<file path="src/mst_consts.svh">
// constants for the skip, table-read and exclusive-or execution block
`ifndef MST_CONSTS_SVH
`define MST_CONSTS_SVH

`define MST_OP_W 4
`define MST_PC_W 12
`define MST_PC_STEP 12'h001
`define MST_LAST_PAGE 4'hf
`define MST_PAGE_W 4
`define MST_ROM_W 15
`define MST_ROM_HI_W 7
`define MST_NIB_HI 7:4
`define MST_NIB_LO 3:0
`define MST_ZERO_BYTE 8'h00
`define MST_ACC_RST 8'h00
`define MST_PC_RST 12'h000
`define MST_TBL_HIGH_RST 7'h00
`define MST_Z_RST 1'b0
`define MST_ROM_LO 7:0
`define MST_ROM_HI `MST_ROM_W-1:`MST_ROM_W-`MST_ROM_HI_W
`define MST_PAGE_BITS `MST_PC_W-1:`MST_PC_W-`MST_PAGE_W

`endif

</file>
<file path="src/mst_pkg.sv">
// types shared by the skip, table-read and exclusive-or execution block
`default_nettype none
package mst_pkg;
    // opcodes of the instruction group handled here
    typedef enum logic [3:0] {
        MST_NOP,
        MST_SWAP_NIB_ACC,
        MST_SKZ,
        MST_SKZA,
        MST_SKZB,
        MST_TRDC,
        MST_TRDL,
        MST_XOR_AM,
        MST_XOR_MA,
        MST_XOR_AI
    } mst_op_t;

    // execution stage state
    typedef enum logic {
        MST_RUN,
        MST_DUMMY
    } mst_state_t;
endpackage : mst_pkg
`default_nettype wire

</file>
<file path="src/mst_exec.sv">
// execution unit for nibble swap, zero skips, table reads and xor forms
`timescale 1ns/10ps
`default_nettype none
`include "mst_consts.svh"

module mst_exec
    import mst_pkg::*;
(
    input wire logic clk,
    input wire logic sys_rst,
    input wire logic op_valid,
    input wire mst_op_t op_code,
    input wire logic [7:0] mem_rd_data,
    input wire logic [2:0] bit_sel,
    input wire logic [7:0] imm_data,
    input wire logic [7:0] tbl_ptr,
    input wire logic [`MST_ROM_W-1:0] rom_data,
    output logic [`MST_PC_W-1:0] rom_addr,
    output logic [`MST_PC_W-1:0] pc,
    output logic [7:0] acc,
    output logic [`MST_ROM_HI_W-1:0] tbl_high,
    output logic zero_flag,
    output logic [7:0] mem_wr_data,
    output logic mem_wr_en,
    output logic op_ready,
    output logic squash
);

    // ------------------------------------------------------------
    // state
    // ------------------------------------------------------------
    mst_state_t state_ff, nxt_state;
    logic [`MST_PC_W-1:0] pc_ff, nxt_pc;
    logic [7:0] acc_ff, nxt_acc;
    logic [`MST_ROM_HI_W-1:0] tbl_high_ff, nxt_tbl_high;
    logic z_ff, nxt_z;
    logic [7:0] wr_data_ff, nxt_wr_data;
    logic wr_en_ff, nxt_wr_en;
    logic skip_take;
    logic [7:0] xor_res;

    // table address: page bits from pc or forced to last page
    assign rom_addr = (op_code == MST_TRDL)
        ? {`MST_LAST_PAGE, tbl_ptr}
        : {pc_ff[`MST_PC_W-1 -: `MST_PAGE_W], tbl_ptr};
    assign xor_res = acc_ff ^ ((op_code == MST_XOR_AI) ? imm_data
                                                       : mem_rd_data);
    // no new op accepted while the dummy cycle runs
    assign op_ready = (state_ff == MST_RUN);
    assign squash = (state_ff == MST_DUMMY);
    assign pc = pc_ff;
    assign acc = acc_ff;
    assign tbl_high = tbl_high_ff;
    assign zero_flag = z_ff;
    assign mem_wr_data = wr_data_ff;
    assign mem_wr_en = wr_en_ff;

    // ------------------------------------------------------------
    // next-state and datapath
    // ------------------------------------------------------------
    always_comb begin
        nxt_state = MST_RUN;
        nxt_pc = pc_ff;
        nxt_acc = acc_ff;
        nxt_tbl_high = tbl_high_ff;
        nxt_z = z_ff;
        nxt_wr_data = wr_data_ff;
        nxt_wr_en = 1'b0;
        skip_take = 1'b0;
        if (state_ff == MST_DUMMY) begin
            // dummy cycle: fetch after the skipped word
            nxt_pc = pc_ff + `MST_PC_STEP;
        end else if (op_valid) begin
            nxt_pc = pc_ff + `MST_PC_STEP;
            case (op_code)
                MST_SWAP_NIB_ACC: begin
                    nxt_acc = {mem_rd_data[`MST_NIB_LO],
                               mem_rd_data[`MST_NIB_HI]};
                end
                MST_SKZ: begin
                    skip_take = (mem_rd_data == `MST_ZERO_BYTE);
                end
                MST_SKZA: begin
                    nxt_acc = mem_rd_data;
                    skip_take = (mem_rd_data == `MST_ZERO_BYTE);
                end
                MST_SKZB: begin
                    skip_take = ~mem_rd_data[bit_sel];
                end
                MST_TRDC, MST_TRDL: begin
                    // flags untouched by table reads
                    nxt_wr_data = rom_data[`MST_ROM_LO];
                    nxt_wr_en = 1'b1;
                    nxt_tbl_high = rom_data[`MST_ROM_HI];
                end
                MST_XOR_AM, MST_XOR_AI: begin
                    nxt_acc = xor_res;
                    nxt_z = (xor_res == `MST_ZERO_BYTE);
                end
                MST_XOR_MA: begin
                    nxt_wr_data = xor_res;
                    nxt_wr_en = 1'b1;
                    nxt_z = (xor_res == `MST_ZERO_BYTE);
                end
                default: begin
                    nxt_acc = acc_ff;
                end
            endcase
            if (skip_take) begin
                nxt_state = MST_DUMMY;
            end
        end
    end

    // ------------------------------------------------------------
    // registers
    // ------------------------------------------------------------
    always_ff @(posedge clk) begin
        if (sys_rst) begin
            state_ff <= MST_RUN;
            pc_ff <= `MST_PC_RST;
            acc_ff <= `MST_ACC_RST;
            tbl_high_ff <= `MST_TBL_HIGH_RST;
            z_ff <= `MST_Z_RST;
            wr_data_ff <= `MST_ZERO_BYTE;
            wr_en_ff <= 1'b0;
        end else begin
            state_ff <= nxt_state;
            pc_ff <= nxt_pc;
            acc_ff <= nxt_acc;
            tbl_high_ff <= nxt_tbl_high;
            z_ff <= nxt_z;
            wr_data_ff <= nxt_wr_data;
            wr_en_ff <= nxt_wr_en;
        end
    end

    // ------------------------------------------------------------
    // checks
    // ------------------------------------------------------------
    // one-cycle results of each accepted op; flags other than zero are
    // not modelled, so only zero and the data paths are watched
    AST_SWAP: assert property (@(posedge clk) disable iff (sys_rst)
        op_ready && op_valid && op_code == MST_SWAP_NIB_ACC |=>
        acc == {$past(mem_rd_data[`MST_NIB_LO]),
                $past(mem_rd_data[`MST_NIB_HI])}
        && $stable(zero_flag) && !mem_wr_en)
        else $error("swap result wrong");

    AST_SKZ: assert property (@(posedge clk) disable iff (sys_rst)
        op_ready && op_valid && op_code == MST_SKZ
        && mem_rd_data == `MST_ZERO_BYTE
        |=> squash ##1 !squash)
        else $error("zero skip not two cycles");

    AST_NOSKIP: assert property (@(posedge clk) disable iff (sys_rst)
        op_ready && op_valid && op_code == MST_SKZ
        && mem_rd_data != `MST_ZERO_BYTE
        |=> !squash && $stable(zero_flag))
        else $error("skip taken on nonzero");

    // a squash never stretches past the single dummy cycle
    AST_DUMMY1: assert property (@(posedge clk) disable iff (sys_rst)
        squash |=> !squash)
        else $error("dummy cycle longer than one");

    AST_SKZA: assert property (@(posedge clk) disable iff (sys_rst)
        op_ready && op_valid && op_code == MST_SKZA |=>
        acc == $past(mem_rd_data) && squash == (acc == `MST_ZERO_BYTE)
        && $stable(zero_flag))
        else $error("copy skip wrong");

    AST_SKZB: assert property (@(posedge clk) disable iff (sys_rst)
        op_ready && op_valid && op_code == MST_SKZB |=>
        squash == !$past(mem_rd_data[bit_sel])
        && $stable(zero_flag) && $stable(acc))
        else $error("bit skip wrong");

    // skips leave data memory alone whichever way they go
    AST_SKNOWR: assert property (@(posedge clk) disable iff (sys_rst)
        op_ready && op_valid
        && (op_code == MST_SKZ || op_code == MST_SKZA || op_code == MST_SKZB)
        |=> !mem_wr_en)
        else $error("skip wrote data memory");

    AST_TRDC: assert property (@(posedge clk) disable iff (sys_rst)
        op_ready && op_valid && op_code == MST_TRDC |=>
        mem_wr_en && mem_wr_data == $past(rom_data[`MST_ROM_LO])
        && tbl_high == $past(rom_data[`MST_ROM_HI]) && $stable(zero_flag)
        && $past(rom_addr[`MST_PAGE_BITS]) == $past(pc[`MST_PAGE_BITS]))
        else $error("table read wrong");

    AST_TRDL: assert property (@(posedge clk) disable iff (sys_rst)
        op_ready && op_valid && op_code == MST_TRDL |=>
        mem_wr_en && mem_wr_data == $past(rom_data[`MST_ROM_LO])
        && tbl_high == $past(rom_data[`MST_ROM_HI]) && $stable(zero_flag)
        && $past(rom_addr[`MST_PAGE_BITS]) == `MST_LAST_PAGE)
        else $error("last page table read wrong");

    AST_XAM: assert property (@(posedge clk) disable iff (sys_rst)
        op_ready && op_valid && op_code == MST_XOR_AM |=>
        acc == ($past(acc) ^ $past(mem_rd_data))
        && zero_flag == (acc == `MST_ZERO_BYTE) && !mem_wr_en)
        else $error("xor acc wrong");

    AST_XMA: assert property (@(posedge clk) disable iff (sys_rst)
        op_ready && op_valid && op_code == MST_XOR_MA |=>
        mem_wr_en && mem_wr_data == ($past(acc) ^ $past(mem_rd_data))
        && zero_flag == (mem_wr_data == `MST_ZERO_BYTE) && $stable(acc))
        else $error("xor mem wrong");

    AST_XAI: assert property (@(posedge clk) disable iff (sys_rst)
        op_ready && op_valid && op_code == MST_XOR_AI |=>
        acc == ($past(acc) ^ $past(imm_data))
        && zero_flag == (acc == `MST_ZERO_BYTE))
        else $error("xor imm wrong");

    AST_PC: assert property (@(posedge clk) disable iff (sys_rst)
        squash |=> pc == $past(pc) + `MST_PC_STEP)
        else $error("pc not advanced past skipped word");

    // an op offered during the dummy cycle must be dropped entirely,
    // otherwise the skipped word would still execute
    AST_REFUSE: assert property (@(posedge clk) disable iff (sys_rst)
        squash && op_valid |=> $stable(acc) && $stable(zero_flag)
        && $stable(tbl_high) && !mem_wr_en)
        else $error("op taken during dummy cycle");

    AST_PCSTEP: assert property (@(posedge clk) disable iff (sys_rst)
        op_ready && op_valid |=> pc == $past(pc) + `MST_PC_STEP)
        else $error("pc not advanced by one op");

endmodule : mst_exec
`default_nettype wire

</file>
<file path="config.mk">
export PLATFORM = sky130hd
export DESIGN_NAME = mst_exec
export DESIGN_NICKNAME = d
export VERILOG_FILES = /design/src/mst_pkg.sv /design/src/mst_exec.sv
export VERILOG_INCLUDE_DIRS = /design/src
export SDC_FILE = /design/constraint.sdc
export NUM_CORES = 1
export LEC_CHECK = 0
export BUFFER_PORTS_ARGS = -buffer_cell sky130_fd_sc_hd__buf_2
export CORE_MARGIN = 2
export CORE_UTILIZATION = 25
export CTS_CLUSTER_DIAMETER = 100
export DETAILED_ROUTE_END_ITERATION = 10
export GPL_TIMING_DRIVEN = 0
export PLACE_DENSITY = 0.47
export SETUP_SLACK_MARGIN = 0.4
export SLEW_MARGIN = 15
export SYNTH_ARGS = -nofsm -noshare
export SYNTH_HDL_FRONTEND = slang
export SYNTH_SLANG_ARGS = --single-unit
</file>
<file path="constraint.sdc">
create_clock -name clk -period 2.2 [get_ports clk]
set_input_delay 0.11 -clock clk [delete_from_list [all_inputs] [get_ports clk]]
set_output_delay 0.11 -clock clk [all_outputs]
set_load 0.05 [all_outputs]
</file>
* After elaboration in Yosys (flattened, before gate mapping)
Cells that the tools add are included.
** Storage, ports and cells
- Flip-flop bits (word level) :: 38
- Bits of input ports :: 49
- Output and inout bits :: 51
- Logic and storage cells :: 50
** Cells by class
- Add/subtract/negate cells :: 1
- $lt $le $gt $ge :: 1
- Equal/unequal tests :: 9
- Muxes and demuxes :: 13
- Bitwise gates (word level) :: 4
- Reduce and logical (&&, ||, !) cells :: 15
** Operators by type and width (number)
- 12-bit 2-to-1 mux :: 3
- 8-bit one-hot mux with 3 select lines :: 1
- 4-bit by 3-bit equality test with 1-bit output (second input constant) :: 4
- 8-bit logical NOT :: 2
- 8-bit one-hot mux with 2 select lines :: 1
- 12-bit by 1-bit adder with 12-bit output (second input constant) :: 1
- 3-bit AND reduction :: 4
- 3-bit OR reduction :: 3
- 4-bit by 2-bit equality test with 1-bit output (second input constant) :: 2
- 4-bit equality test (second input constant) :: 2
- 8-bit 2-to-1 mux :: 1
- 8-bit bitwise XOR :: 1
- 2-bit OR reduction :: 3
- 1-bit 2-to-1 mux :: 5
- 4-bit by 1-bit equality test with 1-bit output (second input constant) :: 1
- 3-bit by 4-bit < comparator with 1-bit output (second input constant) :: 1
- 2-bit nonzero test :: 2
- 1-bit binary-select mux with 3-bit select :: 1
- 1-bit inverter :: 3
- 3-bit nonzero test :: 1
- 1-bit one-hot mux with 2 select lines :: 1

* Logic depth before layout (Yosys ltp)
Gate-level depths: netlist (run 1).
- Depth after elaboration :: 7
- Mapped depth :: 7
- Mapped depth without buffers :: 5

* Least setup slack after synthesis (run 1)
No wires, ideal clock.
- Path kind :: register -> register
- Start point :: register state_ff, in the netlist squash
- End point :: register pc_ff[8], in the netlist pc[8]
- Setup time :: 0.073 ns
- Arrival :: 1.870 ns
- Data required time :: 2.127 ns
- Path slack :: 0.257 ns
- Stages on the path, launching flop included :: 7
- Buffers on the path :: 1
- Period minus slack after synthesis :: 1.943 ns
- Cells stage by stage :: dfxtp_1 or2_1 buf_2 nand2_1 or3_1 or3_1 a21oi_1
** On the way
- Longest elaborated chain between the ends :: 1
- Elaborated cells between the ends (all ways) :: 2
- Classes of those cells :: 1 x mux; 1 x reduce/logical
** RTL lines
- from (decl) :: line mst_exec.sv:32 : mst_state_t state_ff, nxt_state;
- from (signal assigned) :: line mst_exec.sv:128 : state_ff <= nxt_state;
- 12-bit 2-to-1 mux / 2-bit nonzero test (equally long branches)
- to (signal assigned) :: line mst_exec.sv:121 : pc_ff <= `MST_PC_RST;
- to (signal assigned) :: line mst_exec.sv:129 : pc_ff <= nxt_pc;
- to (decl) :: line mst_exec.sv:33 : logic [`MST_PC_W-1:0] pc_ff, nxt_pc;
Several ways; a longest one is shown, not always the timed one.
A chain may end at the register's enable or synchronous reset.

* Final worst setup path (run 1)
- Start point :: register state_ff, in the netlist squash
- End point :: register pc_ff[10], in the netlist pc[10]
Same word-level chain as after synthesis.

==> impl_results.md, run 1 <==
* # diodes at 0
* Die height at 104.5 um
* Delay-heaviest family, CP: simple AND/OR/NAND/NOR gates
* H-Tree Depth at 2
* Total track usage at 0.1375
* EDFF count, synth at 0
* Fin. Hold Viols at 0
* Count leader, synth: dfxtp_1
* Critical Path Stages at 6
* Initial Util at 0.2586
* First drt pass iteration count at 4
* Syn-to-layout area delta at 27.18%
* Mapped Cells at 289
* Synth async-reset ratio at 0
* Initial antenna violation count at 0
* DRC Markers at 0
* CP Class: flip-flop to flip-flop
* Reg2reg start: squash
* First-pass GRT wire length at 12.08 mm
* Fin. max-slew vios at 0
* IO Port Bufs at 87
* Final min period at 1.668 ns
* TNS Setup at 0 ns
* Top cells by area, synth: dfxtp_1 30%, mux2i_1 7.9%, xnor2_1 4.5%
* Post-Syn Nets at 339
* Root Buffer: clkbuf_8
* Hold path depth at 3
* CTS resizes at 0
* Max_slew headroom at 0.5487
* Max cap viols at 0
* # IOs at 100
* Die Width at 104.5 um
* CTS tree: built
* Final net count at 433
* Die ar. at 0.01093 sq mm
* Worst-path fanout max at 6
* Final cycle utilization of the critical path at 0.7580
* Remaining global-route overflow at 0
* R2R setup slack at 0.53 ns
* Clock Skews at 0.008581 ns
* Cts hold-fix bufs at 0
* Net switching share of the total power at 0.3408
* Crit-path cells: or2_1 -> buf_2 -> nand2_1 -> or3_1 -> or3_1 -> a21oi_1
* Req. time, crit path at 2.41 ns
* Post-Syn Area per Cell at 8.745 sq um
* Synth Register Bits at 38
* Vias per cell at 4.638
* Fmax at 599.7 MHz
* Yosys cell types at 55
* Hold_sp: rom_data[10]
* Maximum vdd ir drop at 197.9 uV
* Fraction of layout cells with a size suffix above 1 at 0.3890
* Post-synthesis sequential area ratio at 0.3010
* Hold Crit Class: primary input to flip-flop
* Hold EP: tbl_high[2]
* Core area at 0.009774 sq mm
* FP Rows at 36
* WP data arrival at 1.88 ns
* Net switching power at 0.0005614 W
* Sum of buffers and inverters on the critical path at 1
* Pwr per Cell Area at 512.4 mW/mm^2
* Gpl congestion at 0.7737
* Largest net degree at the start of global routing at 12
* DRT iter0 DRCs at 85
* Total CTS buffers at 5
* WL per Instance at 14.40 um
* Remaining antenna violation count at 0
* Worst R2R End: pc[10]
* Reg2Reg Depth at 6
* Clock power share at 0.280
* RSZ-0062 raised after global routing: false
* Crit-path slowest cell: or3_1
* Crit start category: flip-flop
* Clk buf depth at 2
* DRT Wirelength at 7.430 mm
* Pint at 0.001086 W
* Sequential share of power at 0.444
* Setup violations, final at 0
* HPWL Detailed at 5.919 mm
* Worst-Margin Slew at 0.6770 ns
* P_leak at 1.395 nW
* DR vias at 2393
* Comb power frac at 0.275
* Clock Latency Late Sink at 0.29 ns
* Top_reg_cell synth: dfxtp_1
* Clock transition at the registers of the reported paths at 0.08 ns
* Crit path largest cell delay at 0.39 ns
* Tot Pwr at 0.001647 W
* Post-synth top cells: 38 x dfxtp_1, 30 x nor2_1, 20 x mux2i_1, 15 x nand2_1, 14 x a21oi_1
* Post-Syn Area at 0.002527 sq mm
* Yosys Warn Count at 0
* Status: finished clean
* Crit. End Element: flip-flop
* Critical path's most frequent cell: or3_1
* Setup Buffers After CTS at 0
* Vias in the first global route at 2293
* Synth area leader: dfxtp_1
* Clk sinks at 38
* Synth top area share at 0.3010
==> worst max-delay path by stage <==
stage | endpoint | slack [ns] | from
after floorplan | pc[8] | 0.43 | pc[5]
after global placement | mem_wr_data[1] | 0.45 | op_code[2]
after detailed placement | mem_wr_data[1] | 0.39 | op_code[2]
after CTS | pc[10] | 0.53 | squash
after global routing | pc[8] | 0.42 | squash
final | pc[10] | 0.53 | squash
==> power by group through the flow <==
stage | Sequential [W] | Clock (W) | Combinational [W]
after CTS | 0.000732 | 0.000491 | 0.000458
after detailed placement | 0.000748 | 0 | 0.000456
after global routing | 0.000736 | 0.000510 | 0.000490
after global placement | 0.000748 | 0 | 0.000454
after floorplan | 0.000825 | 0 | 0.000246
final | 0.000732 | 0.000462 | 0.000454
==> worst reg2reg max path, stage by stage (launching register included) <==
cell and delay [ns]:
dfxtp_2 0.37, or2_1 0.10, buf_2 0.14, nand2_1 0.09, or3_1 0.39, or3_1 0.37
a21oi_1 0.15
==> metal layers <==
metal	vias to the layer above	global-route usage	wire, um
met1	1102	0.1873	3515
met4	0	0.03861	70
li1	1213	-	-
met3	4	0.02246	383
met2	74	0.2236	3461
met5	-	0	0
==> registers in the layout, indices dropped and copies added, names as in the netlist <==
| signal | flops |
|---|---|
| mem_wr_en | 1 |
| mem_wr_data | 8 |
| tbl_high | 7 |
| acc | 8 |
| pc | 12 |
| zero_flag | 1 |
| squash | 1 |
==> per-stage QoR <==
step | area, sq um | setup slack, ns | std cells | hold WS (ns) | utilization
finish | 3214 | 0.5324 | 516 | 0.05815 | 0.3289
global route | 3214 | 0.4165 | 516 | 0.05977 | 0.3289
CTS | 3214 | 0.5307 | 516 | 0.04899 | 0.3289
floorplan | 2534 | 0.4264 | 289 | 0.2539 | -
detailed placement | 3136 | 0.3922 | 509 | 0.3497 | 0.3208
global placement | 3136 | 0.4471 | 509 | 0.3485 | 0.3208
==> cell families after synthesis <==
kind of cell	synth area share
compound gates	0.2208
fa+ha+maj	0.004950
mux	0.09703
xor+xnor	0.07575
flops	0.3010
simple gates	0.2208
buf+inv	0.07970
==> cells in the final DEF, fill, tap and decap left out, drive strengths merged, types with 3 or more instances in the layout <==
master / n
buf: 107
a21o: 3
and2: 3
nor4: 3
xor2: 7
a221o: 4
nor2b: 7
or3: 4
a21oi: 20
nand4: 4
clkbuf: 14
a22o: 8
xnor2: 14
o21ai: 15
dfxtp: 38
nand2: 15
o211ai: 7
nand3: 7
a211oi: 3
nand2b: 3
mux2i: 20
nor2: 32
inv: 6
nor3: 8
or2: 5
==> final cells by class <==
class | instances | area [sq um]
repair buffers | 87 | 435.4
flip-flops and latches | 38 | 767.0
multi-input cells | 216 | 1565
inverters | 6 | 22.52
well taps | 133 | 166.4
plain buffers | 29 | 178.9
fillers | 1066 | 6560
clock inverters | 2 | 10.01
clock buffers | 5 | 68.82
No activity file was read; power rests on OpenSTA's default activity.
==> inputs of run 2 (changes only) <==
--- a/config.mk
+++ b/config.mk
@@ -6,13 +6,14 @@
 export SDC_FILE = /design/constraint.sdc
 export NUM_CORES = 1
 export LEC_CHECK = 0
+export ABC_AREA = 1
 export BUFFER_PORTS_ARGS = -buffer_cell sky130_fd_sc_hd__buf_2
 export CORE_MARGIN = 2
 export CORE_UTILIZATION = 25
 export CTS_CLUSTER_DIAMETER = 100
 export DETAILED_ROUTE_END_ITERATION = 10
 export GPL_TIMING_DRIVEN = 0
-export PLACE_DENSITY = 0.47
+export PLACE_DENSITY = 0.48
 export SETUP_SLACK_MARGIN = 0.4
 export SLEW_MARGIN = 15
 export SYNTH_ARGS = -nofsm -noshare
==> constraint.sdc (replaced) <==
create_clock -name clk -period 1.69 [get_ports clk]
set_input_delay 0.0845 -clock clk [delete_from_list [all_inputs] [get_ports clk]]
set_output_delay 0.0845 -clock clk [all_outputs]
set_load 0.05 [all_outputs]
==> impl_results.md, run 2 <==
* Status: finished clean (unchanged)
* WHS at 0.04987 ns (was 0.05815 ns)
* Yosys cell types at 28 (was 55)
* FP Rows at 34 (was 36)
* Core area at 0.008678 sq mm (was 0.009774 sq mm)
* EDFF count, synth at 0 (unchanged)
* Maximum vdd ir drop at 306.9 uV (was 197.9 uV)
* Hold Crit Class: primary input to flip-flop (unchanged)
* Synth area leader: dfxtp_1 (unchanged)
* Clk sinks at 38 (unchanged)
* Remaining global-route overflow at 0 (unchanged)
* Hold_sp: rom_data[10] (unchanged)
* Critical path origin: pc[0] (was squash)
* Clock Skews at 0.007885 ns (was 0.008581 ns)
* Most frequent cells in the layout: 91 x buf_2, 65 x nand2_1, 41 x inv_1 (was 95 x buf_2, 33 x dfxtp_1, 30 x nor2_1)
* Fillcell total at 949 (was 1066)
* Net switching power at 0.0007586 W (was 0.0005614 W)
* First-pass GRT wire length at 11.43 mm (was 12.08 mm)
* WL per Instance at 12.94 um (was 14.40 um)
* Final min period at 1.422 ns (was 1.668 ns)
* Die height at 98.57 um (was 104.5 um)
* # diodes at 0 (unchanged)
* Worst-path fanout max at 2 (was 6)
* Worst-Margin Slew at 0.5586 ns (was 0.6770 ns)
* Remaining antenna violation count at 0 (unchanged)
* HPWL Detailed at 5.494 mm (was 5.919 mm)
* Top_reg_cell synth: dfxtp_1 (unchanged)
* Comb power frac at 0.281 (was 0.275)
* Post-synth top cells: 68 x nand2_1, 42 x inv_1, 41 x nor2_1, 39 x a21oi_1, 38 x dfxtp_1 (was 38 x dfxtp_1, 30 x nor2_1, 20 x mux2i_1, 15 x nand2_1, 14 x a21oi_1)
* TNS Setup at 0 ns (unchanged)
* Die ar. at 0.009716 sq mm (was 0.01093 sq mm)
* CP Class: flip-flop to flip-flop (unchanged)
* Initial Util at 0.2576 (was 0.2586)
* IO Port Bufs at 91 (was 87)
* Reg2reg start: pc[0] (was squash)
* Crit. End Element: flip-flop (unchanged)
* Largest net degree at the start of global routing at 11 (was 12)
* Crit start category: flip-flop (unchanged)
* Root Buffer: clkbuf_8 (unchanged)
* Clock transition at the registers of the reported paths at 0.07 ns (was 0.08 ns)
* Top cells by area, synth: dfxtp_1 34%, nand2_1 11%, a21oi_1 8.7% (was dfxtp_1 30%, mux2i_1 7.9%, xnor2_1 4.5%)
* Final core occ at 0.3754 (was 0.3289)
* H-Tree Depth at 2 (unchanged)
* WP data arrival at 1.59 ns (was 1.88 ns)
* Post-Syn Nets at 397 (was 339)
* Total CTS buffers at 5 (unchanged)
* Max_slew headroom at 0.6276 (was 0.5487)
* RSZ-0062 raised after global routing: true (was false)
* Count leader, synth: nand2_1 (was dfxtp_1)
* Cts hold-fix bufs at 0 (unchanged)
* CTS tree: built (unchanged)
* Sequential share of power at 0.435 (was 0.444)
* P_leak at 1.598 nW (was 1.395 nW)
* Most common cell after layout, fill and taps aside: buf_2 (unchanged)
* Flip-flop count of the largest register after layout at 12 (unchanged)
* Final net count at 509 (was 433)
* Fin. max-slew vios at 0 (unchanged)
* DRT iter0 DRCs at 66 (was 85)
* Vias per cell at 4.574 (was 4.638)
* Vias in the first global route at 2384 (was 2293)
* Post-Syn Area per Cell at 6.443 sq um (was 8.745 sq um)
* Clock power share at 0.284 (was 0.280)
* Fmax at 703.4 MHz (was 599.7 MHz)
* Post-Syn Area at 0.002236 sq mm (was 0.002527 sq mm)
* Synth async-reset ratio at 0 (unchanged)
* Clk buf depth at 2 (unchanged)
* DRC Markers at 0 (unchanged)
* Total track usage at 0.1448 (was 0.1375)
* Mapped Cells at 347 (was 289)
* Req. time, crit path at 1.86 ns (was 2.41 ns)
* Fraction of layout cells with a size suffix above 1 at 0.3908 (was 0.3890)
* Pint at 0.001438 W (was 0.001086 W)
* First drt pass iteration count at 4 (unchanged)
* DR vias at 2589 (was 2393)
* Post-synthesis sequential area ratio at 0.3402 (was 0.3010)
* Final cycle utilization of the critical path at 0.8412 (was 0.7580)
* Yosys Warn Count at 0 (unchanged)
* Pwr per Cell Area at 674.3 mW/mm^2 (was 512.4 mW/mm^2)
* Net switching share of the total power at 0.3453 (was 0.3408)
* Gpl congestion at 0.8141 (was 0.7737)
* Max cap viols at 0 (unchanged)
* Initial antenna violation count at 0 (unchanged)
* Clock Latency Late Sink at 0.29 ns (about the same)
* Die Width at 98.57 um (was 104.5 um)
* # IOs at 100 (unchanged)
* Tot Pwr at 0.002197 W (was 0.001647 W)
* Syn-to-layout area delta at 45.72% (was 27.18%)
* Synth top area share at 0.3402 (was 0.3010)
* Setup violations, final at 0 (unchanged)
* DRT Wirelength at 7.322 mm (was 7.430 mm)
* Synth Register Bits at 38 (unchanged)
* Fin. Hold Viols at 0 (unchanged)
run 2: final timing paths:
path                                     to  slack (ns)  cells after the start
worst max-delay path                 pc[10]        0.27                     10
worst min-delay path            tbl_high[2]        0.05                      3
worst max register to register       pc[10]        0.27                     10
worst min register to register        pc[3]        0.45                      1
run 2: worst max-delay path, cell delays in order (launching register included):
cell,delay (ns)
dfxtp_4,0.36
ha_4,0.14
nand2_4,0.05
nor2_4,0.13
nand2_2,0.08
nor2_4,0.10
nand2_2,0.08
nor2_4,0.13
nand3_2,0.08
o21ai_1,0.11
a21oi_1,0.05
run 2: logic make-up after synthesis:
group | Yosys count | synth area share
simple gates | 161 | 0.3257
compound gates | 82 | 0.1925
buf+inv | 63 | 0.1281
flops | 38 | 0.3402
xor+xnor | 2 | 0.007836
fa+ha+maj | 1 | 0.005595
run 2: timing repair:
| action | CTS | global route |
|---|---|---|
| hold endpoints to repair | 0 | 0 |
| gates resized for setup | 10 | 44 |
| setup buffers | 5 | 8 |
| pin swaps | 6 | 11 |
| endpoints found under the setup margin | 22 | 22 |
| gates cloned | 0 | 1 |
run 2: area by class of cell:
class	count	area [sq um]	share of cell area
timing repair inverter	1	8.758	0.002688
sequential	38	784.5	0.2408
buffer	15	108.9	0.03341
clock buffer	6	82.58	0.02535
timing repair buffer	104	584.3	0.1793
multi-input combinational	246	1353	0.4151
tap	108	135.1	0.04147
inverter	48	201.4	0.06183
run 2: per-layer routing:
metal / GRT usage / routed length [um] / vias to the layer above
li1: - / - / 1356
met1: 0.1968 / 3474 / 1158
met2: 0.2412 / 3456 / 73
met3: 0.03191 / 376 / 2
met4: 0.02213 / 14 / 0
met5: 0 / 0 / -
run 2: power by group through the flow:
stage	registers [W]	clock network, W	logic, W
after global placement	0.000978	0	0.000557
after global routing	0.000961	0.000692	0.000676
final	0.000956	0.000624	0.000617
after detailed placement	0.000978	0	0.000561
after CTS	0.000956	0.000647	0.000581
after floorplan	0.00110	0	0.000267
run 2: stage by stage:
step / area [sq um] / worst slack [ns] / std cells
6_report: 3258 / 0.2684 / 566
3_5_place_dp: 2870 / 0.06723 / 546
3_3_place_gp: 2870 / 0.06383 / 546
4_1_cts: 3034 / 0.2548 / 557
2_1_floorplan: 2280 / 0.1656 / 347
5_1_grt: 3258 / 0.1602 / 566
==> inputs of run 3 (changes only) <==
--- a/config.mk
+++ b/config.mk
@@ -6,14 +6,14 @@
 export SDC_FILE = /design/constraint.sdc
 export NUM_CORES = 1
 export LEC_CHECK = 0
-export ABC_AREA = 1
+export ABC_AREA = 0
 export BUFFER_PORTS_ARGS = -buffer_cell sky130_fd_sc_hd__buf_2
 export CORE_MARGIN = 2
 export CORE_UTILIZATION = 25
 export CTS_CLUSTER_DIAMETER = 100
 export DETAILED_ROUTE_END_ITERATION = 10
 export GPL_TIMING_DRIVEN = 0
-export PLACE_DENSITY = 0.48
+export PLACE_DENSITY = 0.47
 export SETUP_SLACK_MARGIN = 0.4
 export SLEW_MARGIN = 15
 export SYNTH_ARGS = -nofsm -noshare
==> constraint.sdc (replaced) <==
create_clock -name clk -period 1.4 [get_ports clk]
set_input_delay 0.07 -clock clk [delete_from_list [all_inputs] [get_ports clk]]
set_output_delay 0.07 -clock clk [all_outputs]
set_load 0.05 [all_outputs]
==> impl_results.md, run 3 (synthesis gave the netlist of run 1 again) <==
* Status: finished with violations (was finished clean)
* Failing checks: negative setup slack
* Vias per cell at 4.763 (was 4.574)
* Non-filler cells, final at 557 (was 566)
* Core area at 0.009774 sq mm (was 0.008678 sq mm)
* Setup violations, final at 7 (was 0)
* WP data arrival at 1.72 ns (was 1.59 ns)
* CTS tree: built (unchanged)
* First drt pass iteration count at 4 (unchanged)
* Reg2Reg Depth at 5 (was 10)
* Fillcell total at 995 (was 949)
* CP Class: flip-flop to flip-flop (unchanged)
* Die Width at 104.5 um (was 98.57 um)
* Maximum vdd ir drop at 358.1 uV (was 306.9 uV)
* Most common cell after layout, fill and taps aside: buf_2 (unchanged)
* RSZ-0062 raised after global routing: true (unchanged)
* WL per Instance at 15.17 um (was 12.94 um)
* Vias in the first global route at 2525 (was 2384)
* Area of the multi-input gates at 0.001854 sq mm (was 0.001353 sq mm)
* Initial Util at 0.2586 (was 0.2576)
* Final setup margin at -0.09423 ns (was 0.2684 ns)
* IO Port Bufs at 87 (was 91)
* Final cycle utilization of the critical path at 1.067 (was 0.8412)
* Pwr per Cell Area at 712.7 mW/mm^2 (was 674.3 mW/mm^2)
* First-pass GRT wire length at 13.07 mm (was 11.43 mm)
* Worst-Margin Slew at 0.6985 ns (was 0.5586 ns)
* Reg2reg start: pc[0] (unchanged)
* Hold path depth at 3 (unchanged)
* Max_slew headroom at 0.5343 (was 0.6276)
* H-Tree Depth at 2 (unchanged)
* Flip-flop count of the largest register after layout at 12 (unchanged)
* Worst-path fanout max at 5 (was 2)
* Worst slack, placed at -0.3339 ns (was 0.06723 ns)
* Req. time, crit path at 1.63 ns (was 1.86 ns)
* DR vias at 2653 (was 2589)
* # IOs at 100 (unchanged)
* DRT Wirelength at 8.452 mm (was 7.322 mm)
* Die ar. at 0.01093 sq mm (was 0.009716 sq mm)
* Clk sinks at 38 (unchanged)
* Hold Crit Class: primary input to flip-flop (unchanged)
* Root Buffer: clkbuf_8 (unchanged)
* Largest net degree at the start of global routing at 13 (was 11)
* WHS at 0.008487 ns (was 0.04987 ns)
* Fin. max-slew vios at 0 (unchanged)
* Max cap viols at 0 (unchanged)
* Register area at 812.0 sq um (was 784.5 sq um)
* Fraction of layout cells with a size suffix above 1 at 0.5825 (was 0.3908)
* Clock transition at the registers of the reported paths at 0.09 ns (was 0.07 ns)
* Crit. End Element: flip-flop (unchanged)
* Final net count at 473 (was 509)
* Clock Latency Late Sink at 0.30 ns (was 0.29 ns)
* HPWL Detailed at 5.903 mm (was 5.494 mm)
* Crit start category: flip-flop (unchanged)
* R2R setup slack at -0.09 ns (was 0.27 ns)
* Dpl cells at 509 (was 546)
* Syn-to-layout area delta at 69.50% (was 45.72%)
* Clk buf depth at 2 (unchanged)
* Worst R2R End: pc[10] (unchanged)
* FP Rows at 36 (was 34)
* Fin. Hold Viols at 0 (unchanged)
* Hold_sp: rom_data[9] (was rom_data[10])
* Initial antenna violation count at 0 (unchanged)
* Remaining antenna violation count at 0 (unchanged)
* Most frequent cells in the layout: 53 x buf_2, 45 x buf_4, 28 x nor2_1 (was 91 x buf_2, 65 x nand2_1, 41 x inv_1)
* Cts hold-fix bufs at 0 (unchanged)
* Remaining global-route overflow at 0 (unchanged)
* Total track usage at 0.1501 (was 0.1448)
* Total CTS buffers at 5 (unchanged)
* Final min period at 1.494 ns (was 1.422 ns)
* Fmax at 669.2 MHz (was 703.4 MHz)
* DRC Markers at 0 (unchanged)
* Hold EP: tbl_high[1] (was tbl_high[2])
* Die height at 104.5 um (was 98.57 um)
* P_leak at 1.798 nW (was 1.598 nW)
* Gpl congestion at 0.7639 (was 0.8141)
* # diodes at 0 (unchanged)
* Clock Skews at 0.008949 ns (was 0.007885 ns)
* DRT iter0 DRCs at 138 (was 66)
run 3: changes by cell type in the layout (fill, tap and decap cells not counted), moves of 18 or more:
cell / delta
buf_4: +28
o21ai_0: -18
buf_2: -38
inv_1: -37
a21oi_1: -23
buf_8: +20
nand2_1: -52
run 3: area by class of cell:
cell class	count	share of cell area
clock buffers	8	0.02599
inverters	6	0.005841
multi-input cells	216	0.4328
well taps	133	0.03884
plain buffers	29	0.06717
flip-flops and latches	38	0.1895
repair buffers	127	0.2398
run 3: critical path, stage by stage (launching register included):
cell and delay, ns:
dfxtp_4 0.41, ha_4 0.16, nand2_4 0.05, or3_4 0.34
or3_4 0.34, a21oi_2 0.12
run 3: how the worst max path moves through the flow:
stage,from,end,slack [ns]
floorplan,squash,pc[8],-0.20
global placement,op_code[2],mem_wr_data[1],-0.33
detailed placement,op_code[2],mem_wr_data[1],-0.33
CTS,squash,pc[8],-0.09
global route,squash,acc[5],-0.16
finish,pc[0],pc[10],-0.09
run 3: report_power, final:
part / switching (W) / internal, W / total [W]
Combinational: 0.000523 / 0.000430 / 0.000953
Clock: 0.000436 / 0.000510 / 0.000947
Sequential: 0.0000464 / 0.00111 / 0.00115
run 3: through the flow:
stage               utilization  setup TNS [ns]  area [sq um]  total power [W]
finish                   0.4383         -0.3490          4284         0.003053
global route             0.4383          -1.408          4284         0.003188
CTS                      0.3999         -0.4135          3909         0.002990
detailed placement       0.3324          -4.996          3249         0.001913
global placement         0.3324          -4.791          3249         0.001910
floorplan                     -         -0.4845          2648         0.001699
run 3: repair_timing:
item | 4_1_cts | 5_1_grt
setup buffers | 28 | 10
gates resized for setup | 89 | 78
gates cloned | 2 | 0
endpoints found under the setup margin | 61 | 60
pin swaps | 20 | 20
run 3: per-layer routing:
layer  vias up  GRT usage  routed length, um  share of wire
met5         -          0                  0              0
met3        10    0.03119                580          0.069
li1       1297          -                  -              -
met1      1248     0.1870               3484           0.41
met2        98     0.2628               4270           0.51
met4         0    0.03764                116          0.014
